### src/bdp_pkg.sv
// shared constants of the burst-of-four ddr static memory link
package bdp_pkg;
  // ****************************************************************
  // organisation
  // ****************************************************************
  localparam int DATA_W = 36;
  localparam int ADDR_W = 19;
  localparam int BEATS  = 4;
  localparam int BYTE_W = 9;
  // ****************************************************************
  // controller link clock divider in clk_in cycles, read busy period in link periods, write beat phases
  // ****************************************************************
  localparam logic [2:0] CNT_RISE    = 3'h0;
  localparam logic [2:0] CNT_KN_DAT  = 3'h2;
  localparam logic [2:0] CNT_READY   = 3'h3;
  localparam logic [2:0] CNT_FALL    = 3'h4;
  localparam logic [2:0] CNT_K_DAT   = 3'h6;
  localparam logic [2:0] CNT_RST     = 3'h7;
  localparam logic [3:0] RD_BUSY_PER = 4'h7;
  localparam logic [2:0] WPH_IDLE    = 3'h0;
  localparam logic [2:0] WPH_B2      = 3'h2;
  localparam logic [2:0] WPH_B3      = 3'h3;
  localparam logic [2:0] WPH_B4      = 3'h4;
  // ****************************************************************
  // read data buffer
  // ****************************************************************
  localparam int FIFO_DEPTH = 32;
endpackage

### src/bdp_link_if.sv
// link wires between the memory controller and the ddr static memory
`timescale 1ns/1ps
interface bdp_link_if #(
  parameter int W  = bdp_pkg::DATA_W,
  parameter int AW = bdp_pkg::ADDR_W,
  parameter int NB = bdp_pkg::DATA_W / bdp_pkg::BYTE_W
);
  logic          k;
  logic          k_n;
  logic [AW-1:0] addr_in;
  logic          rd_n;
  logic          wr_n;
  logic [W-1:0]  d;
  logic [NB-1:0] byte_we_n;
  logic          dll_off_n;
  logic [W-1:0]  q;
  logic          echo_pos;
  logic          echo_neg;
  logic          read_valid_out;

  modport ctrl (
    output k, k_n, addr_in, rd_n, wr_n, d, byte_we_n, dll_off_n,
    input  q, echo_pos, echo_neg, read_valid_out
  );
  modport mem (
    input  k, k_n, addr_in, rd_n, wr_n, d, byte_we_n, dll_off_n,
    output q, echo_pos, echo_neg, read_valid_out
  );
endinterface

### src/bdp_fifo.sv
// read data buffer with valid and ready on both sides
`timescale 1ns/1ps
module bdp_fifo #(
  parameter int W     = bdp_pkg::DATA_W,
  parameter int DEPTH = bdp_pkg::FIFO_DEPTH,
  parameter int PW    = $clog2(DEPTH)
) (
  // clock and reset
  input  wire logic         clk_in,
  input  wire logic         nrst_in,
  // fill side
  input  wire logic         in_valid_in,
  output logic              in_ready_out,
  input  wire logic [W-1:0] in_data_in,
  // drain side
  output logic              out_valid_out,
  input  wire logic         out_ready_in,
  output logic [W-1:0]      out_data_out,
  output logic [PW:0]       level_out
);
  typedef struct packed {
    logic [PW-1:0] wptr;
    logic [PW-1:0] rptr;
    logic [PW:0]   count;
  } bdp_fst_t;

  bdp_fst_t     r;
  bdp_fst_t     n;
  logic [W-1:0] buf_q [0:DEPTH-1];
  logic         push;
  logic         pop;

  always_comb begin
    n      = r;
    push   = in_valid_in && (r.count != (PW+1)'(DEPTH));
    pop    = out_ready_in && (r.count != '0);
    n.wptr = r.wptr + PW'(push);
    n.rptr = r.rptr + PW'(pop);
    n.count = r.count + (PW+1)'(push) - (PW+1)'(pop);
  end

  always_ff @(posedge clk_in or negedge nrst_in) begin
    if (!nrst_in) begin
      r <= '0;
    end else begin
      r <= n;
    end
  end

  always_ff @(posedge clk_in) begin
    if (push) begin
      buf_q[r.wptr] <= in_data_in;
    end
  end

  assign in_ready_out  = r.count != (PW+1)'(DEPTH);
  assign out_valid_out = r.count != '0;
  assign out_data_out  = buf_q[r.rptr];
  assign level_out     = r.count;
endmodule // bdp_fifo

### src/bdp_ctrl.sv
// memory controller end: makes the link clock, issues bursts, buffers reads
`timescale 1ns/1ps
module bdp_ctrl
  import bdp_pkg::*;
#(
  parameter int W  = bdp_pkg::DATA_W,
  parameter int AW = bdp_pkg::ADDR_W,
  parameter int NB = bdp_pkg::DATA_W / bdp_pkg::BYTE_W
) (
  // clock and reset
  input  wire logic                         clk_in,
  input  wire logic                         nrst_in,
  // link to the memory
  bdp_link_if.ctrl                          link,
  // mode and clock stop
  input  wire logic                         bypass_in,
  input  wire logic                         stop_in,
  // write requests
  input  wire logic                         wr_valid_in,
  output logic                              wr_ready_out,
  input  wire logic [AW-1:0]                wr_addr_in,
  input  wire logic [bdp_pkg::BEATS*W-1:0]  wr_data_in,
  input  wire logic [bdp_pkg::BEATS*NB-1:0] wr_be_in,
  // read requests
  input  wire logic                         rd_valid_in,
  output logic                              rd_ready_out,
  input  wire logic [AW-1:0]                rd_addr_in,
  // read data
  output logic                              rdata_valid_out,
  input  wire logic                         rdata_ready_in,
  output logic [W-1:0]                      rdata_out
);
  import bdp_pkg::*;
  localparam int PW = $clog2(FIFO_DEPTH);

  typedef struct packed {
    logic [2:0]          cnt;
    logic                k;
    logic                kn;
    logic                slot;
    logic                dll_off_n;
    logic [AW-1:0]       addr;
    logic                rd_n;
    logic                wr_n;
    logic [W-1:0]        d;
    logic [NB-1:0]       be_n;
    logic                rd_rdy;
    logic                wr_rdy;
    logic                wpend;
    logic [BEATS*W-1:0]  wnx_d;
    logic [BEATS*NB-1:0] wnx_be;
    logic [BEATS*W-1:0]  wcur_d;
    logic [BEATS*NB-1:0] wcur_be;
    logic [2:0]          wph;
    logic [3:0]          busy;
    logic [PW:0]         owe;
    logic [3:0]          echo_s;
    logic [1:0]          vld_s;
    logic [W-1:0]        q_s1;
    logic [W-1:0]        q_s2;
    logic                push;
    logic [W-1:0]        pdat;
  } bdp_cst_t;

  bdp_cst_t    r;
  bdp_cst_t    n;
  logic        idle;
  logic        run;
  logic [2:0]  cnt_n;
  logic        fifo_rdy;
  logic [PW:0] level;

  function automatic logic [W-1:0] bdp_beat(input logic [BEATS*W-1:0] v, input int i);
    return v[i*W +: W];
  endfunction

  function automatic logic [NB-1:0] bdp_bes(input logic [BEATS*NB-1:0] v, input int i);
    return ~v[i*NB +: NB];
  endfunction

  // ****************************************************************
  // divider, command slots, write beats, read capture
  // ****************************************************************
  always_comb begin
    n        = r;
    idle     = r.rd_n && r.wr_n && !r.wpend && r.wph == WPH_IDLE && r.busy == 4'h0;
    run      = !(stop_in && idle && r.cnt == CNT_FALL);
    cnt_n    = run ? r.cnt + 3'h1 : r.cnt;
    n.cnt    = cnt_n;
    n.k      = cnt_n < CNT_FALL;
    n.kn     = !(cnt_n < CNT_FALL);
    n.dll_off_n = !bypass_in;
    n.rd_rdy = 1'b0;
    n.wr_rdy = 1'b0;
    n.echo_s = {r.echo_s[2:0], link.echo_pos};
    n.vld_s  = {r.vld_s[0], link.read_valid_out};
    n.q_s1   = link.q;
    n.q_s2   = r.q_s1;
    // strobe on a settled echo edge, data one stage behind it
    n.push   = (r.echo_s[2] ^ r.echo_s[3]) && r.vld_s[1];
    n.pdat   = r.q_s2;
    n.owe    = r.owe - (PW+1)'(r.push);
    if (run) begin
      case (cnt_n)
        CNT_RISE: begin
          n.slot = !r.slot;
          if (r.busy != 4'h0) begin
            n.busy = r.busy - 4'h1;
          end
        end
        CNT_KN_DAT: begin
          if (r.wph == WPH_B2) begin
            n.d    = bdp_beat(r.wcur_d, 1);
            n.be_n = bdp_bes(r.wcur_be, 1);
            n.wph  = WPH_B3;
          end else if (r.wph == WPH_B4) begin
            n.d    = bdp_beat(r.wcur_d, 3);
            n.be_n = bdp_bes(r.wcur_be, 3);
            n.wph  = WPH_IDLE;
          end
        end
        CNT_READY: begin
          if (!stop_in) begin
            n.rd_rdy = r.slot && fifo_rdy &&
                       ({1'b0, level} + {1'b0, r.owe} + (PW+2)'(BEATS)
                        <= (PW+2)'(FIFO_DEPTH));
            n.wr_rdy = !r.slot && !r.wpend;
          end
        end
        CNT_FALL: begin
          n.rd_n = 1'b1;
          n.wr_n = 1'b1;
          if (r.rd_rdy && rd_valid_in) begin
            n.rd_n = 1'b0;
            n.addr = rd_addr_in;
            n.busy = RD_BUSY_PER;
            n.owe  = n.owe + (PW+1)'(BEATS);
          end
          if (r.wr_rdy && wr_valid_in) begin
            n.wr_n   = 1'b0;
            n.addr   = wr_addr_in;
            n.wpend  = 1'b1;
            n.wnx_d  = wr_data_in;
            n.wnx_be = wr_be_in;
          end
        end
        CNT_K_DAT: begin
          if (r.wph == WPH_B3) begin
            n.d    = bdp_beat(r.wcur_d, 2);
            n.be_n = bdp_bes(r.wcur_be, 2);
            n.wph  = WPH_B4;
          // first beat waits until the command's k rise has gone by
          end else if (r.wpend && r.wr_n) begin
            n.d       = bdp_beat(r.wnx_d, 0);
            n.be_n    = bdp_bes(r.wnx_be, 0);
            n.wcur_d  = r.wnx_d;
            n.wcur_be = r.wnx_be;
            n.wph     = WPH_B2;
            n.wpend   = 1'b0;
          end
        end
        default: ;
      endcase
    end
  end

  always_ff @(posedge clk_in or negedge nrst_in) begin
    if (!nrst_in) begin
      // start one step before a rise so the first k high phase is full length
      r <= '{cnt: CNT_RST, rd_n: 1'b1, wr_n: 1'b1, be_n: '1, dll_off_n: 1'b1, default: '0};
    end else begin
      r <= n;
    end
  end

  bdp_fifo #(
    .W     (W),
    .DEPTH (FIFO_DEPTH)
  ) u_rfifo (
    .clk_in        (clk_in),
    .nrst_in       (nrst_in),
    .in_valid_in   (r.push),
    .in_ready_out  (fifo_rdy),
    .in_data_in    (r.pdat),
    .out_valid_out (rdata_valid_out),
    .out_ready_in  (rdata_ready_in),
    .out_data_out  (rdata_out),
    .level_out     (level)
  );

  assign link.k         = r.k;
  assign link.k_n       = r.kn;
  assign link.addr_in   = r.addr;
  assign link.rd_n      = r.rd_n;
  assign link.wr_n      = r.wr_n;
  assign link.d         = r.d;
  assign link.byte_we_n = r.be_n;
  assign link.dll_off_n = r.dll_off_n;
  assign wr_ready_out   = r.wr_rdy;
  assign rd_ready_out   = r.rd_rdy;
endmodule // bdp_ctrl

### src/flat_wrapper.sv
// flat-port wrapper written by rule: the top's interface ports become plain ports
module bdp_ctrl_flat import bdp_pkg::*;
#(
  parameter int W  = bdp_pkg::DATA_W,
  parameter int AW = bdp_pkg::ADDR_W,
  parameter int NB = bdp_pkg::DATA_W / bdp_pkg::BYTE_W
)
  (clk_in, nrst_in, bypass_in, stop_in, wr_valid_in, wr_ready_out, wr_addr_in, wr_data_in, wr_be_in, rd_valid_in, rd_ready_out, rd_addr_in, rdata_valid_out, rdata_ready_in, rdata_out, link_k, link_k_n, link_addr_in, link_rd_n, link_wr_n, link_d, link_byte_we_n, link_dll_off_n, link_q, link_echo_pos, link_echo_neg, link_read_valid_out);
  bdp_link_if #(.W(W), .AW(AW), .NB(NB)) link_i ();
  input  wire logic clk_in;
  input  wire logic nrst_in;
  input  wire logic bypass_in;
  input  wire logic stop_in;
  input  wire logic wr_valid_in;
  output logic wr_ready_out;
  input  wire logic [AW-1:0] wr_addr_in;
  input  wire logic [bdp_pkg::BEATS*W-1:0] wr_data_in;
  input  wire logic [bdp_pkg::BEATS*NB-1:0] wr_be_in;
  input  wire logic rd_valid_in;
  output logic rd_ready_out;
  input  wire logic [AW-1:0] rd_addr_in;
  output logic rdata_valid_out;
  input  wire logic rdata_ready_in;
  output logic [W-1:0] rdata_out;
  output wire logic [$bits(link_i.k)-1:0] link_k;
  output wire logic [$bits(link_i.k_n)-1:0] link_k_n;
  output wire logic [$bits(link_i.addr_in)-1:0] link_addr_in;
  output wire logic [$bits(link_i.rd_n)-1:0] link_rd_n;
  output wire logic [$bits(link_i.wr_n)-1:0] link_wr_n;
  output wire logic [$bits(link_i.d)-1:0] link_d;
  output wire logic [$bits(link_i.byte_we_n)-1:0] link_byte_we_n;
  output wire logic [$bits(link_i.dll_off_n)-1:0] link_dll_off_n;
  input wire logic [$bits(link_i.q)-1:0] link_q;
  input wire logic [$bits(link_i.echo_pos)-1:0] link_echo_pos;
  input wire logic [$bits(link_i.echo_neg)-1:0] link_echo_neg;
  input wire logic [$bits(link_i.read_valid_out)-1:0] link_read_valid_out;
  assign link_k = link_i.k;
  assign link_k_n = link_i.k_n;
  assign link_addr_in = link_i.addr_in;
  assign link_rd_n = link_i.rd_n;
  assign link_wr_n = link_i.wr_n;
  assign link_d = link_i.d;
  assign link_byte_we_n = link_i.byte_we_n;
  assign link_dll_off_n = link_i.dll_off_n;
  assign link_i.q = link_q;
  assign link_i.echo_pos = link_echo_pos;
  assign link_i.echo_neg = link_echo_neg;
  assign link_i.read_valid_out = link_read_valid_out;
  bdp_ctrl #(.W(W), .AW(AW), .NB(NB)) u_core (.clk_in(clk_in), .nrst_in(nrst_in), .link(link_i), .bypass_in(bypass_in), .stop_in(stop_in), .wr_valid_in(wr_valid_in), .wr_ready_out(wr_ready_out), .wr_addr_in(wr_addr_in), .wr_data_in(wr_data_in), .wr_be_in(wr_be_in), .rd_valid_in(rd_valid_in), .rd_ready_out(rd_ready_out), .rd_addr_in(rd_addr_in), .rdata_valid_out(rdata_valid_out), .rdata_ready_in(rdata_ready_in), .rdata_out(rdata_out));
endmodule
### config.mk
export PLATFORM = sky130hd
export DESIGN_NAME = bdp_ctrl_flat
export DESIGN_NICKNAME = d
export VERILOG_FILES = /design/src/bdp_pkg.sv /design/src/bdp_link_if.sv /design/src/bdp_fifo.sv /design/src/bdp_ctrl.sv /design/src/flat_wrapper.sv
export SDC_FILE = /design/constraint.sdc
export NUM_CORES = 2
export LEC_CHECK = 0
export ABC_AREA = 1
export BUFFER_PORTS_ARGS = -buffer_cell sky130_fd_sc_hd__buf_2
export CAP_MARGIN = 20
export CELL_PAD_IN_SITES_DETAIL_PLACEMENT = 0
export CELL_PAD_IN_SITES_GLOBAL_PLACEMENT = 1
export CORE_MARGIN = 8
export CORE_UTILIZATION = 49
export DETAILED_ROUTE_END_ITERATION = 8
export PLACE_DENSITY_LB_ADDON = 0.3
export SETUP_SLACK_MARGIN = 0.02
export SYNTH_ARGS = -nofsm -noshare
export SYNTH_HDL_FRONTEND = slang
export SYNTH_SLANG_ARGS = --single-unit
### constraint.sdc
create_clock -name clk_in -period 4.2 [get_ports clk_in]
set_clock_uncertainty 0.2 [all_clocks]
set_input_delay 0.63 -clock clk_in [delete_from_list [all_inputs] [get_ports clk_in]]
set_output_delay 0.63 -clock clk_in [all_outputs]
set_load 0.05 [all_outputs]
==> results.json <==
{
  "std_cell_rows": 134,
  "timing.critical_path.slowest_cell_delay_ns": 0.67,
  "num-nets-final": 6382,
  "final-max-slew-violation-count": 0,
  "cts-root-buf": "sky130_fd_sc_hd__clkbuf_16",
  "drc": 0,
  "setup-violations-final": 0,
  "ys_warn_count": 0,
  "grt_start_max_net_pins": 187,
  "dominantRegCellSynth": "sky130_fd_sc_hd__edfxtp_1",
  "worstSetupPathType": "reg -> out",
  "critical_path.cell_chain": "inv_16 -> buf_12 -> buf_12 -> o21ai_0 -> o211ai_1 -> nand3_1 -> nand3_1 -> o21ai_0 -> inv_1 -> buf_2",
  "coreArea_um2": 133000,
  "timing.rr.end": "u_core.u_rfifo.buf_q[20][32]$_DFFE_PP_",
  "stdcell_count": 8017,
  "die_w_um": 381,
  "most_used_standard_cell_by_instance_count_after_synthesis": "sky130_fd_sc_hd__edfxtp_1",
  "power_per_cell_area_nw_per_um2": 724,
  "crit_slowest_cell": "sky130_fd_sc_hd__dfrtp_4",
  "multi_input_gate_area_in_the_final_layout_um2": 15800,
  "crit_path_end_kind": "output port",
  "synth_edf_count": 1152,
  "routed_wirelength_um": 183000,
  "grt_pass1_wl_um": 273000,
  "drt_pre_antenna_iters": 6,
  "dpl-instance-area_um2": 69400,
  "grt_antenna_before_repair": 5,
  "mean_area_per_synthesized_cell_um2": 11.6,
  "area_of_the_mapped_netlist_um2": 65200,
  "synth.largest_area_cell": "sky130_fd_sc_hd__edfxtp_1",
  "post-route-cell-area_um2": 77300,
  "ir_drop_uv": 594,
  "die-area_um2": 145000,
  "timing_hold_violations_final": 0,
  "synth_largest_type_area_fraction_pct": 53.0,
  "setup_total_negative_slack_ns": 0,
  "fmax_mhz": 241,
  "synthTopCellsByCount": "1,152 x sky130_fd_sc_hd__edfxtp_1, 1,022 x sky130_fd_sc_hd__nand2_1, 786 x sky130_fd_sc_hd__o21ai_0",
  "drtIter0Drc": 4415,
  "count_of_boundary_i_o_pins": 347,
  "floorplan.initialDensity_pct": 49.1,
  "routed_via_density": 5.53,
  "cp-start-kind": "register",
  "placement.io_buffers": 345,
  "timing.final.crit_share_pct": 98.9,
  "fill_cells": 10806,
  "yosysSeqAreaShare_pct": 72.0,
  "cts_made_buffers": 165,
  "crit-reg2reg-launch": "u_core.u_rfifo.level_out[2]$_DFF_PN0_",
  "ctsHtreeMaxLevel": 4,
  "holdCritPathClass": "in -> reg",
  "power_leakage_nw": 30.0,
  "ctsLongestPathBuffers": 3,
  "area_overhead_of_the_layout_relative_to_synthesis_pct": 18.5,
  "route.detailed.wl_per_inst_um": 22.8,
  "critical_path.top_delay_family": "buffers and inverters",
  "clkSlewWorstSetupHoldPaths_ns": 0.07,
  "ys_async_rst_share_pct": 30.1,
  "first_global_vias": 43785,
  "crit_end": "rdata_out[3]",
  "drive_gt1_share_pct": 13.1,
  "seq_area_um2": 47000,
  "reported_max_cap_violation_count": 0,
  "detail-route-antenna-nets": 0,
  "worst-path-buf-inv": 5,
  "worst_ep_arrival_time_ns": 3.32,
  "min_period_ns": 4.15,
  "routabilityCongestion": 0.800,
  "critical_path.startpoint": "u_core.u_rfifo.r[6]$_DFF_PN0_",
  "critical_path_peak_fanout": 40,
  "reg2reg_setup_slack_ns": 0.96,
  "die_h_um": 381,
  "insertion_delay_ns": 0.78,
  "cp_num_cells": 10,
  "ys_top_cells_by_area": "sky130_fd_sc_hd__edfxtp_1 53%, sky130_fd_sc_hd__dfrtp_1 19%, sky130_fd_sc_hd__o21ai_0 6.0%, sky130_fd_sc_hd__nand2_1 5.9%, sky130_fd_sc_hd__nor2_1 4.5%",
  "gr-total-overflow": 0,
  "syn_nets": 5890,
  "run_status": "completed",
  "grtUsageTotal_pct": 24.5,
  "synth_cell_type_count": 38,
  "dp_hpwl_um": 103000,
  "timing.reg2reg.worst_path_depth": 8,
  "rsz_0062_raised_after_global_routing": "yes",
  "postSynthRegisterBits": 1647,
  "tritoncts": "yes",
  "required_ns": 3.37,
  "maxSlewHeadroom_pct": 28.1,
  "netlist_instances": 5613,
  "placed_cells": 7458,
  "dr_total_vias": 44302,
  "final_core_utilization_pct": 58.2,
  "clkSinkCount": 1647,
  "worst_slew_pin_slew_ns": 1.08
}
==> placed cells by master, fill, tap and decap left out, drive strengths merged, types with 16 or more instances in the layout <==
master          n
buf           488
clkbuf        236
clkinv         56
dfrtp         485
dlygate4sd3   238
edfxtp       1152
ha             31
inv           224
nand2        1024
nand3         239
nand4          40
nor2          787
o211ai        163
o21ai         867
o22ai         144
xor2           16
==> flip-flops by register name, indices dropped and copies added (netlist names), 4 cells and up <==
register                  flops
u_core.link.addr_in          19
u_core.u_rfifo.level_out      6
u_core.u_rfifo.r             10
u_core.u_rfifo.buf_q       1152
u_core.n                     76
u_core.r                    337
u_core.link.byte_we_n         4
u_core.link.d                36
==> metal layers <==
metal | up-vias | track usage (%) | wire, µm
li1 | 20488 | - | -
met1 | 21919 | 32.6 | 75400
met2 | 1589 | 41.6 | 89900
met3 | 306 | 4.00 | 12100
met4 | 0 | 7.72 | 5340
met5 | - | 0 | 0
==> where the power goes <==
part	internal, W	switching (W)	leakage [nW]
Sequential	0.0195	0.00123	16.0
Clock	0.00827	0.00620	2.60
Combinational	0.00628	0.0145	11.3
Total	0.0341	0.0219	30.0
==> logic make-up after synthesis <==
group	after synthesis	synth area share [%]
muxes	4	0.0614
adders and majority gates	33	0.656
DFF	1647	72.0
xor gates and xnor gates	23	0.309
buffers and inverters	627	4.18
AOI/OAI and AO/OA	1181	9.98
and+or+nand+nor	2098	12.8
==> per-stage QoR <==
step	power [W]	hold WS, ns	worst slack [ns]
4_1_cts	0.0561	0.000228	0.00972
3_3_place_gp	0.0410	0.133	0.643
2_1_floorplan	0.0342	0.131	0.937
3_5_place_dp	0.0413	0.135	0.624
5_1_grt	0.0592	0.0489	-0.0597
6_report	0.0560	0.0660	0.0458
==> area by class of cell <==
| class | instances | area share [%] |
|---|---|---|
| sequential | 1647 | 60.8 |
| timing repair buffer | 731 | 7.85 |
| multi-input combinational | 3339 | 20.5 |
| clock buffer | 232 | 6.04 |
| inverter | 219 | 1.09 |
| tap | 1768 | 2.86 |
| clock inverter | 74 | 0.835 |
| timing repair inverter | 2 | 0.0227 |
| antenna | 5 | 0.0162 |
==> worst min-delay path, stage by stage <==
cell and delay [ns]:
sky130_fd_sc_hd__buf_2 0.08, sky130_fd_sc_hd__nand3_1 0.07, sky130_fd_sc_hd__nand2_1 0.08, sky130_fd_sc_hd__o211ai_1 0.09, sky130_fd_sc_hd__nand2_1 0.07
==> how the worst min path moves through the flow <==
stage / start / end / cells past startpoint
finish: rd_addr_in[17] / u_core.link.addr_in[17]$_DFFE_PN0P_ / 5
global placement: u_core.n[16]$_DFF_PN0_ / u_core.r[16]$_DFF_PN0_ / 0
CTS: rd_addr_in[17] / u_core.link.addr_in[17]$_DFFE_PN0P_ / 5
detailed placement: u_core.n[57]$_DFF_PN0_ / u_core.n[20]$_DFF_PN0_ / 0
floorplan: nrst_in / u_core.link.addr_in[0]$_DFFE_PN0P_ / 0
global route: rd_addr_in[17] / u_core.link.addr_in[17]$_DFFE_PN0P_ / 5
==> what timing repair did <==
item / 4_1_cts / 5_1_grt
endpoints found under the hold margin: 298 / 0
hold buffers: 238 / 0
setup buffers: 2 / 3
resized for setup: 8 / 17
setup endpoints to repair: 26 / 17
cloned: 3 / 2
pin swaps: 0 / 0
(Power assumes the default switching activity.)
